===== src/rtl/periph_pkg.sv =====
// Overview of operation
// - adc controller converts its single analog input to unsigned ten-bit result for software
// - writing one to trigger register starts a self-running conversion sequence
// - trigger register reads one while converting, zero once complete
// - completion raises interrupt request; software may mask and poll instead
// - tuning bank gives parameterised count of sixteen-bit read-write registers
// - tuning writes keep low sixteen bits; reads return upper half zero
// - each tuning register drives its own sixteen-bit field of analog_tuning continuously
// - read-only input register samples up to sixteen pins; writes ignored
// - input register returns n pin values low, zeros above
// - read-write output register drives up to sixteen output pins
// - output writes keep low m bits; reads return them, zeros above
package periph_pkg;
  // ==========================================================
  // register map
  localparam logic [7:0] adc_start_offset = 8'h00;
  localparam logic [7:0] adc_result_offset = 8'h04;
  localparam logic [7:0] irq_status_offset = 8'h08;
  localparam logic [7:0] irq_clear_offset = 8'h0C;
  localparam logic [7:0] irq_enable_offset = 8'h10;
  localparam logic [7:0] pin_input_sample_offset = 8'h14;
  localparam logic [7:0] pin_output_drive_offset = 8'h18;
  localparam logic [7:0] analog_tuning_word_base = 8'h40;
  // ==========================================================
  // sizes and reset values
  localparam int tuning_count = 8;
  localparam int input_count = 16;
  localparam int output_count = 16;
  localparam int result_width = 10;
  localparam logic [15:0] tuning_reset = 16'h0000;
  localparam logic [15:0] output_reset = 16'h0000;
  localparam logic irq_enable_reset = 1'b1;
  // ==========================================================
  // conversion timing: settle then successive approximation
  localparam int clock_mhz = 50;
  localparam int settle_ns = 1000;
  localparam int settle_cycles = (settle_ns * clock_mhz + 999) / 1000;
  localparam int bit_cycles = 4;
  typedef enum logic [3:0]
  {
    adc_idle = 4'b0001,
    adc_settle = 4'b0010,
    adc_convert = 4'b0100,
    adc_done = 4'b1000
  } adc_state_type;
endpackage


===== src/rtl/adc_link_if.sv =====
`timescale 1ns/100ps
interface adc_link_if;
  logic start;
  logic busy;
  logic done;
  logic [9:0] result;
  logic sample;
  logic compare_high;
  logic [9:0] trial;
  modport ctrl
  (
    input start,
    output busy,
    output done,
    output result,
    output sample,
    output trial,
    input compare_high
  );
  modport bank
  (
    output start,
    input busy,
    input done,
    input result,
    input sample,
    input trial,
    output compare_high
  );
endinterface


===== src/rtl/adc_analog_gpio_regs.sv =====
// The address map and the Wishbone interface to the registers were left to the implementer.
`timescale 1ns/100ps
module adc_analog_gpio_regs
(
  // clock and reset
  input wire logic clk,
  input wire logic rstn,
  // wishbone slave
  input wire logic wb_cyc_i,
  input wire logic wb_stb_i,
  input wire logic wb_we_i,
  input wire logic [7:0] wb_adr_i,
  input wire logic [3:0] wb_sel_i,
  input wire logic [31:0] wb_dat_i,
  output logic [31:0] wb_dat_o,
  output logic wb_ack_o,
  // converter analog front end
  input wire logic adc_compare_high,
  output logic adc_sample,
  output logic [9:0] adc_trial,
  // interrupt
  output logic adc_irq,
  // analog tuning words
  output logic [periph_pkg::tuning_count*16-1:0] analog_tuning,
  // general-purpose pins
  input wire logic [periph_pkg::input_count-1:0] gpio_in,
  output logic [periph_pkg::output_count-1:0] gpio_out
);
  typedef struct packed
  {
    logic [periph_pkg::tuning_count*16-1:0] tuning;
    logic [periph_pkg::output_count-1:0] out_drive;
    logic [periph_pkg::input_count-1:0] in_sample;
    logic irq_status;
    logic irq_enable;
    logic irq;
    logic start;
    logic ack;
    logic [31:0] rdata;
    logic sample;
    logic [9:0] trial;
  } bank_type;
  bank_type r;
  bank_type next_r;

  adc_link_if link();

  adc_sequencer sequencer
  (
    .clk(clk),
    .rstn(rstn),
    .link(link)
  );

  assign link.start = r.start;
  assign link.compare_high = adc_compare_high;

  logic access;
  logic [31:0] wmask;
  logic [31:0] tuning_rd;
  logic tuning_hit;

  assign access = wb_cyc_i && wb_stb_i && !r.ack;
  assign wmask = {{8{wb_sel_i[3]}}, {8{wb_sel_i[2]}}, {8{wb_sel_i[1]}}, {8{wb_sel_i[0]}}};

  // ==========================================================
  // tuning word decode, one entry per register
  logic [periph_pkg::tuning_count-1:0] tuning_sel;
  logic [periph_pkg::tuning_count*32-1:0] tuning_or;
  genvar g;
  generate
    for (g = 0; g < periph_pkg::tuning_count; g++)
    begin : tune
      assign tuning_sel[g] = (wb_adr_i == 8'(periph_pkg::analog_tuning_word_base + 8'(4 * g)));
      if (g == 0)
        assign tuning_or[31:0] = tuning_sel[0] ? {16'h0000, r.tuning[15:0]} : 32'h0000_0000;
      else
        assign tuning_or[g*32+31:g*32] = tuning_or[g*32-1:g*32-32] |
          (tuning_sel[g] ? {16'h0000, r.tuning[g*16+15:g*16]} : 32'h0000_0000);
    end
  endgenerate
  assign tuning_hit = |tuning_sel;
  assign tuning_rd = tuning_or[periph_pkg::tuning_count*32-1:periph_pkg::tuning_count*32-32];

  // ==========================================================
  // bus access, interrupt and pin capture
  always_comb
  begin
    next_r = r;
    next_r.ack = access;
    next_r.start = 1'b0;
    next_r.rdata = 32'h0000_0000;
    next_r.in_sample = gpio_in;
    next_r.sample = link.sample;
    next_r.trial = link.trial;
    if (access && wb_we_i)
    begin
      for (int i = 0; i < periph_pkg::tuning_count; i++)
      begin
        if (tuning_sel[i])
          next_r.tuning[i*16 +: 16] = (r.tuning[i*16 +: 16] & ~wmask[15:0]) | (wb_dat_i[15:0] & wmask[15:0]);
      end
      case (wb_adr_i)
        periph_pkg::adc_start_offset:
          if (wb_sel_i[0] && wb_dat_i[0] && !link.busy)
            next_r.start = 1'b1;
        periph_pkg::irq_clear_offset:
          if (wb_sel_i[0] && wb_dat_i[0])
            next_r.irq_status = 1'b0;
        periph_pkg::irq_enable_offset:
          if (wb_sel_i[0])
            next_r.irq_enable = wb_dat_i[0];
        periph_pkg::pin_output_drive_offset:
          next_r.out_drive = (r.out_drive & ~wmask[periph_pkg::output_count-1:0]) |
            (wb_dat_i[periph_pkg::output_count-1:0] & wmask[periph_pkg::output_count-1:0]);
        default:
          next_r.out_drive = next_r.out_drive;
      endcase
    end
    if (access && !wb_we_i)
    begin
      case (wb_adr_i)
        periph_pkg::adc_start_offset:
          next_r.rdata = {31'h0000_0000, link.busy || r.start};
        periph_pkg::adc_result_offset:
          next_r.rdata = {22'h00_0000, link.result};
        periph_pkg::irq_status_offset:
          next_r.rdata = {31'h0000_0000, r.irq_status};
        periph_pkg::irq_enable_offset:
          next_r.rdata = {31'h0000_0000, r.irq_enable};
        periph_pkg::pin_input_sample_offset:
          next_r.rdata = 32'(r.in_sample);
        periph_pkg::pin_output_drive_offset:
          next_r.rdata = 32'(r.out_drive);
        default:
          next_r.rdata = tuning_hit ? tuning_rd : 32'h0000_0000;
      endcase
    end
    if (link.done)
      next_r.irq_status = 1'b1;
    next_r.irq = next_r.irq_status && next_r.irq_enable;
  end

  always_ff @(posedge clk or negedge rstn)
  begin
    if (!rstn)
    begin
      r.tuning <= {periph_pkg::tuning_count{periph_pkg::tuning_reset}};
      r.out_drive <= periph_pkg::output_reset[periph_pkg::output_count-1:0];
      r.in_sample <= '0;
      r.irq_status <= 1'b0;
      r.irq_enable <= periph_pkg::irq_enable_reset;
      r.irq <= 1'b0;
      r.start <= 1'b0;
      r.ack <= 1'b0;
      r.rdata <= 32'h0000_0000;
      r.sample <= 1'b0;
      r.trial <= 10'h000;
    end
    else
      r <= next_r;
  end

  assign wb_dat_o = r.rdata;
  assign wb_ack_o = r.ack;
  assign adc_irq = r.irq;
  assign adc_sample = r.sample;
  assign adc_trial = r.trial;
  assign analog_tuning = r.tuning;
  assign gpio_out = r.out_drive;
endmodule


===== src/rtl/adc_sequencer.sv =====
`timescale 1ns/100ps
module adc_sequencer
(
  // clock and reset
  input wire logic clk,
  input wire logic rstn,
  // link to register bank
  adc_link_if.ctrl link
);
  typedef struct packed
  {
    periph_pkg::adc_state_type state;
    logic [15:0] count;
    logic [3:0] bit_index;
    logic [9:0] trial;
    logic [9:0] result;
    logic done;
    logic sample;
  } seq_type;
  seq_type r;
  seq_type next_r;

  // ==========================================================
  // successive approximation sequence
  always_comb
  begin
    next_r = r;
    next_r.done = 1'b0;
    case (r.state)
      periph_pkg::adc_idle:
      begin
        if (link.start)
        begin
          next_r.state = periph_pkg::adc_settle;
          next_r.count = 16'(periph_pkg::settle_cycles - 1);
          next_r.sample = 1'b1;
        end
      end
      periph_pkg::adc_settle:
      begin
        if (r.count == 16'h0000)
        begin
          next_r.state = periph_pkg::adc_convert;
          next_r.sample = 1'b0;
          next_r.bit_index = 4'h9;
          next_r.trial = 10'h200;
          next_r.count = 16'(periph_pkg::bit_cycles - 1);
        end
        else
          next_r.count = r.count - 16'h0001;
      end
      periph_pkg::adc_convert:
      begin
        if (r.count != 16'h0000)
          next_r.count = r.count - 16'h0001;
        else
        begin
          next_r.count = 16'(periph_pkg::bit_cycles - 1);
          if (!link.compare_high)
            next_r.trial[r.bit_index] = 1'b0;
          if (r.bit_index == 4'h0)
            next_r.state = periph_pkg::adc_done;
          else
          begin
            next_r.bit_index = r.bit_index - 4'h1;
            next_r.trial[r.bit_index - 4'h1] = 1'b1;
          end
        end
      end
      periph_pkg::adc_done:
      begin
        next_r.result = r.trial;
        next_r.done = 1'b1;
        next_r.state = periph_pkg::adc_idle;
      end
      default:
        next_r.state = periph_pkg::adc_idle;
    endcase
  end

  always_ff @(posedge clk or negedge rstn)
  begin
    if (!rstn)
      r <= '{periph_pkg::adc_idle, 16'h0000, 4'h0, 10'h000, 10'h000, 1'b0, 1'b0};
    else
      r <= next_r;
  end

  assign link.busy = (r.state != periph_pkg::adc_idle);
  assign link.done = r.done;
  assign link.result = r.result;
  assign link.sample = r.sample;
  assign link.trial = r.trial;
endmodule


===== config.mk =====
export PLATFORM = sky130hd
export DESIGN_NAME = adc_analog_gpio_regs
export DESIGN_NICKNAME = d
export VERILOG_FILES = /design/src/rtl/periph_pkg.sv /design/src/rtl/adc_link_if.sv /design/src/rtl/adc_analog_gpio_regs.sv /design/src/rtl/adc_sequencer.sv
export SDC_FILE = /design/constraint.sdc
export NUM_CORES = 1
export LEC_CHECK = 0
export ABC_CLOCK_PERIOD_IN_PS = 4300
export BUFFER_PORTS_ARGS = -buffer_cell sky130_fd_sc_hd__buf_4
export CAP_MARGIN = 20
export CORE_ASPECT_RATIO = 1.75
export CORE_MARGIN = 3
export CORE_UTILIZATION = 30
export CTS_CLUSTER_SIZE = 14
export DETAILED_ROUTE_END_ITERATION = 8
export HOLD_SLACK_MARGIN = 0.1
export PLACE_DENSITY_LB_ADDON = 0.05
export SLEW_MARGIN = 20
export SYNTH_ARGS = -nofsm -noshare
export SYNTH_HDL_FRONTEND = slang
export SYNTH_SLANG_ARGS = --single-unit

===== constraint.sdc =====
create_clock -name clk -period 4.3 [get_ports clk]
set_input_delay 0.86 -clock clk [delete_from_list [all_inputs] [get_ports clk]]
set_output_delay 0.86 -clock clk [all_outputs]
set_load 0.1 [all_outputs]

Word-level counts from Yosys, hierarchy flattened:

Cells that the tools add are included.

* flip-flop bits (word level): 254
* bits of input ports: 66
* output and inout bits: 189
* word-level logic and storage cells: 163

* $add $sub $neg: 2
* order comparisons: 4
* equal/unequal tests: 24
* muxes and demuxes: 43
* bitwise operators: 30
* reductions and logical operators: 35

Operators by type and width (number)
* 16-bit bitwise OR: 16
* 16-bit two-way mux: 12
* 16-bit bitwise AND: 10
* 16-bit one-hot mux with 6 select lines: 1
* 8-bit by 7-bit equality test with 1-bit output, second input constant: 8
* 16-bit one-hot mux with 3 select lines: 1
* 14-bit two-way mux: 3
* 10-bit two-way mux: 3
* 14-bit one-hot mux with 2 select lines: 1
* 8-bit by 5-bit equality test with 1-bit output, second input constant: 3
* 20-bit two-way mux: 1
* 2-bit AND reduction: 10
* 8-bit by 4-bit equality test with 1-bit output, second input constant: 2
* 16-bit logical NOT: 1
* 16-bit inverter: 1
* 16-bit nonzero test: 1
* 16-bit by 1-bit subtractor with 16-bit output, second input constant: 1
* 1-bit two-way mux: 13
* 4-bit two-way mux: 3
* 4-bit one-hot mux with 3 select lines: 1
* 10-bit bitwise AND: 1
* 4-bit by 5-bit < comparator with 1-bit output, second input constant: 2
* 10-bit inverter: 1
* 10-bit bitwise OR: 1
* 23 further kinds: 41

Longest topological paths before layout:

Gate-level depths: netlist of the first run.

* word-level depth: 13
* gate-level depth with buffers: 8
* gate-level depth less buffers: 7

Modules after synthesis:

From an unflattened synthesis of the first run, not the netlist that was laid out.

* cell total of the unflattened synthesis: 1025
* area, all modules: 12478.2 um2

Modules (own cells, without submodules)
* adc_analog_gpio_regs: times used 1, cells each 768, area each 9905.8 um2, sequential area each 4805.9 um2
* adc_sequencer: times used 1, cells each 257, area each 2572.5 um2, sequential area each 1152.4 um2

Worst setup path before layout of the first run:

Ideal clock, no wire load.

* path kind: input-to-reg
* start: in wb_adr_i[2]
* end: reg with a tool-made name
* arrival time: 2145 ps
* data required time: 4172 ps
* path slack: 2028 ps
* stages: 5
* buffers on the path: 1
* path through: buf_2 -> nor4b_4 -> and3_1 -> nand4_2 -> mux2_1

RTL lines
* from (decl): line adc_analog_gpio_regs.sv:12 `input wire logic [7:0] wb_adr_i,`

==> reports/qor.yml, run 1 <==
yosys_register_bits: 238
grt_pass1_vias: 8339
remaining_drc_errors: 0
ctsResizeCount: 0
clock_path_buffers: 3
clock_latency_ns: 0.55
power_leakage_nw: 6.85
grt_first_pass_wirelength_um: 57100
crit_required_ns: 4.69
firstDrtPassIters: 6
synthesis.instances: 1009
place_ws_ns: 1.13
clock.fmax_ghz: 0.384
peakVddDrop_mv: 0.236
outcome: "finished clean"
std_cell_rows: 96
synth_edf_count: 0
clock-root-buffer: "clkbuf_16"
powerDensity_nw_per_um2: 366
grt_use_total_pct: 18.1
maxSlewViolCount: 0
ys_warn_count: 0
slew_headroom_pct: 27.9
cts_sinks: 238
start_kind: "input port"
cp-end-kind: "flip-flop"
antenna_found_initial: 1
rsz0062_at_grt: "no"
cts_made_buffers: 27
drive_gt1_share_pct: 43.6
finalHoldWorstSlack_ns: 0.353
postSynthAreaPerCell_sq_um: 11.9
dieArea_sq_um: 42600
use_met1_pct: 20.1
grt_max_degree: 91
final_common_cell: "buf_4"
hold_violations: 0
synth_area_sq_um: 12000
maxCapViolCount: 0
nNetsFinal: 1137
fin_worst_skew_ns: 0.0223
fp.dieW_um: 157
cts_tree: "done"
top_usage_layer: "met2"
num_vias: 7784
cp.arrival_ns: 2.99
setup-tns-final_ns: 0
path_class: "in -> reg"
p_switching_mw: 1.28
io_buffers: 220
yosysUniqueCellTypes: 65
period_share_pct: 60.6
fill_cells: 3991
power.share.combinational_pct: 7.6
hold_class: "in -> async"
cp_max_fo: 39
routed_wl_um: 38900
drtIter0Drc: 278
netSwitchingFraction_pct: 25.1
grt-ovfl-total: 0
htreeDepth: 1
antenna_left: 0
finalSetupViolCount: 0
pwr-share-clk_pct: 47.6
fin_ws_ns: 1.70
cts_setup_buffers: 0
vias_per_cell: 4.92
final_cell_mix: "buf_4 (238), dfrtp_1 (236), mux2_2 (169)"
power.internal_mw: 3.80
die_h_um: 271
tightest_slew_ns: 1.08
dp_hpwl_um: 28600
reg2reg_setup_slack_ns: 1.81
area_growth_pct: 15.4
grtUsageMet2_pct: 34.8
grt_util_met3_pct: 2.62
num_io_pins: 255
wl_per_cell_um: 24.6
async_flop_share_pct: 100
ctsHoldBuffers: 0
core-area_sq_um: 39400
min_period_ns: 2.60
ys_seq_area_share_pct: 49.6
synthFlopType: "dfrtp_1"
seqPwrFrac_pct: 44.7
clkTransAtPathRegs_ns: 0.06
gp_congestion: 0.740
start_util_pct: 30.5
-- final timing paths --
kind / from / endpoint / cells after the start
setup / recovery: wb_adr_i[2] / wb_dat_o[6]$_DFF_PN0_ / 6
hold / removal: rstn / async pin / 1
min in group clk: sequencer.link.sample$_DFFE_PN0P_ / adc_sample$_DFF_PN0_ / 0
max in group asynchronous: rstn / async pin / 2
hold reg to reg: sequencer.link.sample$_DFFE_PN0P_ / adc_sample$_DFF_PN0_ / 0
setup reg to reg: sequencer.r[26]$_DFFE_PN0P_ / sequencer.r[35]$_DFFE_PN0P_ / 7
-- Yosys cell counts (all sizes together) (2+ instances only) --
library cell | number | share of area (%)
or4 | 3 | 0.22
nor3b | 3 | 0.27
o21ai | 33 | 1.4
and3 | 4 | 0.22
a21oi | 9 | 0.37
inv | 6 | 0.19
buf | 211 | 13
and2b | 2 | 0.15
nand4 | 5 | 0.36
nor4b | 4 | 0.42
xor2 | 10 | 0.73
o22a | 2 | 0.15
nor2b | 4 | 0.21
mux2 | 170 | 16
dfstp | 2 | 0.44
o2bb2ai | 2 | 0.15
nand3b | 2 | 0.23
and2 | 2 | 0.10
nor2 | 36 | 1.2
mux2i | 59 | 4.9
a22oi | 12 | 0.75
a221oi | 16 | 1.2
o21a | 4 | 0.25
o31ai | 6 | 0.37
o41ai | 2 | 0.15
nand4b | 2 | 0.15
nor4 | 5 | 0.38
nand2b | 5 | 0.26
nor3 | 11 | 0.55
clkbuf | 12 | 0.37
o22ai | 26 | 1.4
nand2 | 52 | 1.6
dfrtp | 236 | 49
nand3 | 20 | 0.83
a211oi | 14 | 0.87
a21o | 2 | 0.12
-- worst max-delay path, cell delays in order --
cell,delay (ns)
buf_4,0.53
buf_4,0.45
mux2i_1,0.28
o22ai_1,0.15
a22oi_1,0.49
a211oi_1,0.17
-- metrics by stage --
stage	cell area [sq um]	cells	util, %	power [mW]
floorplan	12100	1024	-	2.56
global placement	12900	1531	32.9	2.71
detailed placement	12900	1531	32.9	2.71
CTS	13900	1580	35.2	5.19
global route	13900	1581	35.2	5.29
finish	13900	1581	35.2	5.08
-- power groups by stage --
stage,Clock [mW],Sequential [mW],Combinational (mW)
global route,2.60,2.27,0.412
floorplan,0,2.31,0.243
detailed placement,0,2.31,0.396
CTS,2.52,2.27,0.397
finish,2.42,2.27,0.387
global placement,0,2.31,0.396
-- cell families after synthesis --
| kind of cell | Yosys count | share of synthesized area (%) |
|---|---|---|
| flip-flops | 238 | 49.6 |
| buffers and inverters | 229 | 13.4 |
| AND/OR/NAND/NOR | 167 | 7.68 |
| XOR/XNOR | 10 | 0.728 |
| other | 1 | 0.0312 |
| multiplexers | 229 | 20.8 |
| adder cells (fa/ha/maj) | 1 | 0.104 |
| AO/OA/AOI/OAI | 134 | 7.66 |
-- area by class of cell --
type	instances	area [sq um]	share of cell area, %
Sequential cell	238	5960	43.0
Antenna cell	1	2.50	0.0180
Tap cell	490	613	4.42
Timing Repair Buffer	240	1820	13.1
Inverter	6	22.5	0.162
Multi-Input combinational cell	557	4530	32.6
Clock inverter	9	130	0.938
Clock buffer	40	795	5.73
-- layer usage --
metal / up-vias / share of wire (%)
li1: 3546 / -
met1: 4010 / 37
met2: 188 / 56
met3: 40 / 4.4
met4: 0 / 2.7
met5: - / 0
(Power assumes the default switching activity.)
==> run 2: changes to the inputs <==
--- a/config.mk
+++ b/config.mk
@@ -5,7 +5,7 @@
 export SDC_FILE = /design/constraint.sdc
 export NUM_CORES = 1
 export LEC_CHECK = 0
-export ABC_CLOCK_PERIOD_IN_PS = 4300
+export ABC_CLOCK_PERIOD_IN_PS = 2300
 export BUFFER_PORTS_ARGS = -buffer_cell sky130_fd_sc_hd__buf_4
 export CAP_MARGIN = 20
 export CORE_ASPECT_RATIO = 1.75
==> constraint.sdc (replaced) <==
create_clock -name clk -period 2.3 [get_ports clk]
set_input_delay 0.46 -clock clk [delete_from_list [all_inputs] [get_ports clk]]
set_output_delay 0.46 -clock clk [all_outputs]
set_load 0.1 [all_outputs]
==> reports/qor.yml, run 2 (synthesized netlist as in run 1, its figures left out) <==
antenna_found_initial: 0
grt-ovfl-total: 0
period_share_pct: 89.4
io_buffers: 220
grt_first_pass_wirelength_um: 58300
maxSlewViolCount: 0
finalSetupViolCount: 0
crit_path_start: "wb_ack_o$_DFF_PN0_"
grt_use_total_pct: 18.4
drtIter0Drc: 285
dp_hpwl_um: 29600
grt_pass1_vias: 8642
tightest_slew_ns: 0.610
vias_per_cell: 4.89
r2r_start: "wb_ack_o$_DFF_PN0_"
power_leakage_nw: 7.11
place_inst: 1576
antenna_left: 0
clock-root-buffer: "clkbuf_16"
path_class: "reg -> reg"
hold_violations: 0
core-area_sq_um: 39400
clock_path_buffers: 3
final_common_cell: "buf_4"
clock_latency_ns: 0.54
final_cells: 1638
start_kind: "flip-flop"
cp.arrival_ns: 2.48
final_area_sq_um: 14300
fp.dieW_um: 157
crit_required_ns: 2.72
start_util_pct: 30.5
final_cell_mix: "buf_4 (276), dfrtp_1 (236), mux2_2 (169)"
cts_made_buffers: 26
num_vias: 8018
firstDrtPassIters: 4
drive_gt1_share_pct: 45.0
cts_sinks: 238
wl_per_cell_um: 24.2
reg2reg_setup_slack_ns: 0.24
cts_tree: "done"
die_h_um: 271
reg2reg_depth: 5
wl_met1_um: 14800
nNetsFinal: 1198
remaining_drc_errors: 0
dpl_cell_area_sq_um: 13400
num_io_pins: 255
std_cell_rows: 96
slew_headroom_pct: 59.3
fill_cells: 4017
crit_chain: "and3b_1 > nand3_1 > nor2_1 > nand2_1 > mux2_2"
clkTransAtPathRegs_ns: 0.06
peakVddDrop_mv: 0.547
setup-tns-final_ns: 0
htreeDepth: 1
hold_class: "in -> reg"
powerDensity_nw_per_um2: 630
maxCapViolCount: 0
gp_congestion: 0.761
cp_max_fo: 8
n_antenna_cell: 0
cp-end-kind: "flip-flop"
min_period_ns: 2.06
routed_wl_um: 39700
wl_met2_um: 21700
area_growth_pct: 19.3
slowest_delay_ns: 0.39
grt_max_degree: 61
dieArea_sq_um: 42600
routed.top_layer: "met4"
critPathSlowestCell: "and3b_1"
power.total_mw: 9.04
outcome: "finished clean"
clock.fmax_ghz: 0.487
met3WireLength_um: 1420
fin_worst_skew_ns: 0.0122
run 2: cell types whose count changed in the layout (fill, tap and decap cells not counted), moves of 3 or more:
cell	before	now
bufinv_16	3	0
clkinv_2	3	8
buf_4	238	276
buf_12	1	8
dlygate4sd3_1	0	17
clkbuf_8	7	4
run 2: through the flow:
stage          setup WS (ns)  hold WS [ns]  util (%)
5_1_grt             -0.00111         0.244      36.4
3_3_place_gp          0.0337         0.381      33.9
4_1_cts               0.0315         0.212      36.4
2_1_floorplan          0.119         0.164         -
3_5_place_dp          0.0368         0.380      33.9
6_report               0.245         0.246      36.4
run 2: per-layer routing:
layer  vias to the layer above  global-route usage, %
met5                         -                      0
met4                         0                   7.02
met3                        61                   2.43
met2                       196                   34.8
met1                      4094                   20.5
li1                       3667                      -
run 2: cell type report:
type / count / area, sq um / area share, %
multi-input combinational: 557 / 4530 / 31.6
timing repair buffer: 302 / 2420 / 16.9
tap: 490 / 613 / 4.28
inverter: 6 / 22.5 / 0.157
sequential: 238 / 5960 / 41.6
clock buffer: 37 / 753 / 5.25
clock inverter: 8 / 40.0 / 0.279
run 2: how the worst min path moves through the flow:
stage,from,cells after the start,slack (ns),to
finish,adc_compare_high,3,0.25,sequencer.link.trial[9]$_DFFE_PN0P_
global route,wb_dat_i[14],2,0.24,flip-flop
CTS,adc_compare_high,3,0.21,sequencer.link.trial[9]$_DFFE_PN0P_
detailed placement,sequencer.link.sample$_DFFE_PN0P_,0,0.38,adc_sample$_DFF_PN0_
global placement,sequencer.link.sample$_DFFE_PN0P_,0,0.38,adc_sample$_DFF_PN0_
floorplan,rstn,0,0.16,async pin
run 2: repair_timing:
action / 4_1_cts / 5_1_grt
setup endpoints to repair: 0 / 24
endpoints found under the hold margin: 66 / 0
hold buffers: 17 / 0
buffers inserted: 0 / 0
gates resized for setup: 0 / 1
run 2: worst max-delay path: cells and delay by family, from the launching register on:
kind             cells  cell delay, ns
DFF                  1            0.38
muxes                1            0.39
and+or+nand+nor      4            1.18
run 2: power breakdown:
part / internal [mW] / leakage, nW / switching [mW]
logic: 0.214 / 3.53 / 0.571
clock network: 2.26 / 0.400 / 1.74
registers: 4.22 / 3.18 / 0.0253
total: 6.70 / 7.11 / 2.34
==> run 3: changes to the inputs <==
==> constraint.sdc (replaced) <==
create_clock -name clk -period 2.3 [get_ports clk]
set_input_delay 0.115 -clock clk [delete_from_list [all_inputs] [get_ports clk]]
set_output_delay 0.115 -clock clk [all_outputs]
set_load 0.1 [all_outputs]
==> reports/qor.yml, run 3 (synthesized netlist as in run 1, its figures left out) <==
critPathSlowestCell: "dlygate4sd3_1"
remaining_drc_errors: 0
place_ws_ns: 0.152
use_met1_pct: 19.7
outcome: "finished clean"
antenna_found_initial: 0
powerDensity_nw_per_um2: 639
die_h_um: 271
setup-tns-final_ns: 0
final_cell_mix: "buf_4 (272), dfrtp_1 (236), mux2_2 (169)"
top_usage_layer: "met2"
fin_worst_skew_ns: 0.00770
dieArea_sq_um: 42600
nNetsFinal: 1217
grtUsageMet2_pct: 36.7
start_kind: "input port"
slew_headroom_pct: 63.6
peakVddDrop_mv: 0.515
n_antenna_cell: 0
grt_first_pass_wirelength_um: 58200
maxCapViolCount: 0
cp-end-kind: "flip-flop"
cts_tree: "done"
vias_per_cell: 4.80
timing.critical_path.buf_inv: 4
power.total_mw: 9.32
wl_per_cell_um: 23.9
maxSlewViolCount: 0
grt_max_degree: 62
rsz0062_at_grt: "no"
final_common_cell: "buf_4"
cts_sinks: 238
drive_gt1_share_pct: 43.8
hold_violations: 0
core-area_sq_um: 39400
tightest_slew_ns: 0.546
antenna_left: 0
grt-ovfl-total: 0
crit_required_ns: 2.74
period_share_pct: 90.1
clock_path_buffers: 3
slowest_delay_ns: 0.64
num_vias: 7964
finalSetupViolCount: 0
routed_wl_um: 39700
grt_use_total_pct: 18.5
cp.arrival_ns: 2.51
min_period_ns: 2.07
crit_chain: "dlygate4sd3_1 > buf_4 > nor3_1 > dlygate4sd3_1 > buf_4 > nand4_1 > o21ai_0 > a22oi_1 > a21oi_1"
fp.dieW_um: 157
p_switching_mw: 2.38
std_cell_rows: 96
pwr-share-clk_pct: 45.7
clock_latency_ns: 0.53
clock-root-buffer: "clkbuf_16"
cpLargestDelayFamily: "buffers and inverters"
start_util_pct: 30.5
firstDrtPassIters: 5
grt_util_met3_pct: 2.90
clkTransAtPathRegs_ns: 0.06
clock.fmax_ghz: 0.482
netSwitchingFraction_pct: 25.5
cts_made_buffers: 26
io_buffers: 220
htreeDepth: 1
num_io_pins: 255
gp_congestion: 0.788
drtIter0Drc: 287
seqPwrFrac_pct: 45.5
fill_cells: 3926
reg2reg_setup_slack_ns: 0.27
cts_setup_buffers: 0
fin_ws_ns: 0.227
power.share.combinational_pct: 8.7
power.internal_mw: 6.94
grt_pass1_vias: 8591
path_class: "in -> reg"
cp_max_fo: 5
power_leakage_nw: 7.21
hold_class: "in -> async"
area_growth_pct: 21.3
dp_hpwl_um: 29500
==> run 3: cell types whose count changed in the layout (fill, tap and decap cells not counted), sizes merged <==
cell | previous run | this run
buf | 285 | 280
bufinv | 0 | 1
clkbuf | 37 | 42
dlygate4sd3 | 17 | 41
clkinv | 8 | 4
==> run 3: power groups by stage <==
stage | clock, mW | sequential, mW | combinational [mW]
floorplan | 0 | 4.32 | 0.454
global placement | 0 | 4.32 | 0.772
detailed placement | 0 | 4.32 | 0.773
CTS | 4.39 | 4.25 | 0.831
global route | 4.56 | 4.25 | 0.865
finish | 4.26 | 4.25 | 0.813
==> run 3: metal layers <==
| layer | wire length (um) | up-vias |
|---|---|---|
| met1 | 14200 | 4050 |
| met2 | 22800 | 192 |
| met4 | 955 | 0 |
| met3 | 1700 | 36 |
| li1 | - | 3686 |
| met5 | 0 | - |
==> run 3: path summary, 6_finish.rpt <==
kind,start,endpoint,depth (start not counted)
min reg2reg,sequencer.link.sample$_DFFE_PN0P_,adc_sample$_DFF_PN0_,0
max reg2reg,sequencer.r[33]$_DFFE_PN0P_,sequencer.link.trial[6]$_DFFE_PN0P_,5
min,rstn,async pin,2
min in group clk,wb_sel_i[1],flip-flop,3
max,wb_adr_i[6],wb_dat_o[14]$_DFF_PN0_,9
max in group asynchronous,rstn,wb_dat_o[10]$_DFF_PN0_,3
==> run 3: cell type report <==
class | instances | area [sq um] | share of cell area (%)
clock inverters | 5 | 50.0 | 0.343
multi-input cells | 557 | 4530 | 31.1
repair buffers | 321 | 2610 | 17.9
flip-flops and latches | 238 | 5960 | 40.8
inverters | 6 | 22.5 | 0.154
clock buffers | 42 | 802 | 5.50
well taps | 490 | 613 | 4.20
==> run 3: repair_timing <==
action                     in CTS  in global routing
gates resized for setup         0                  1
hold endpoints to repair      411                  0
hold buffers                   41                  0
setup endpoints to repair       0                  5
==> run 3: per-stage QoR <==
| stage | hold WS, ns | cells | area, sq um | util [%] |
|---|---|---|---|---|
| 3_3_place_gp | 0.118 | 1571 | 13300 | 33.8 |
| 3_5_place_dp | 0.121 | 1571 | 13300 | 33.8 |
| 4_1_cts | 0.141 | 1659 | 14600 | 37.0 |
| 2_1_floorplan | -0.181 | 1024 | 12100 | - |
| 5_1_grt | 0.170 | 1659 | 14600 | 37.0 |
| 6_report | 0.126 | 1659 | 14600 | 37.0 |
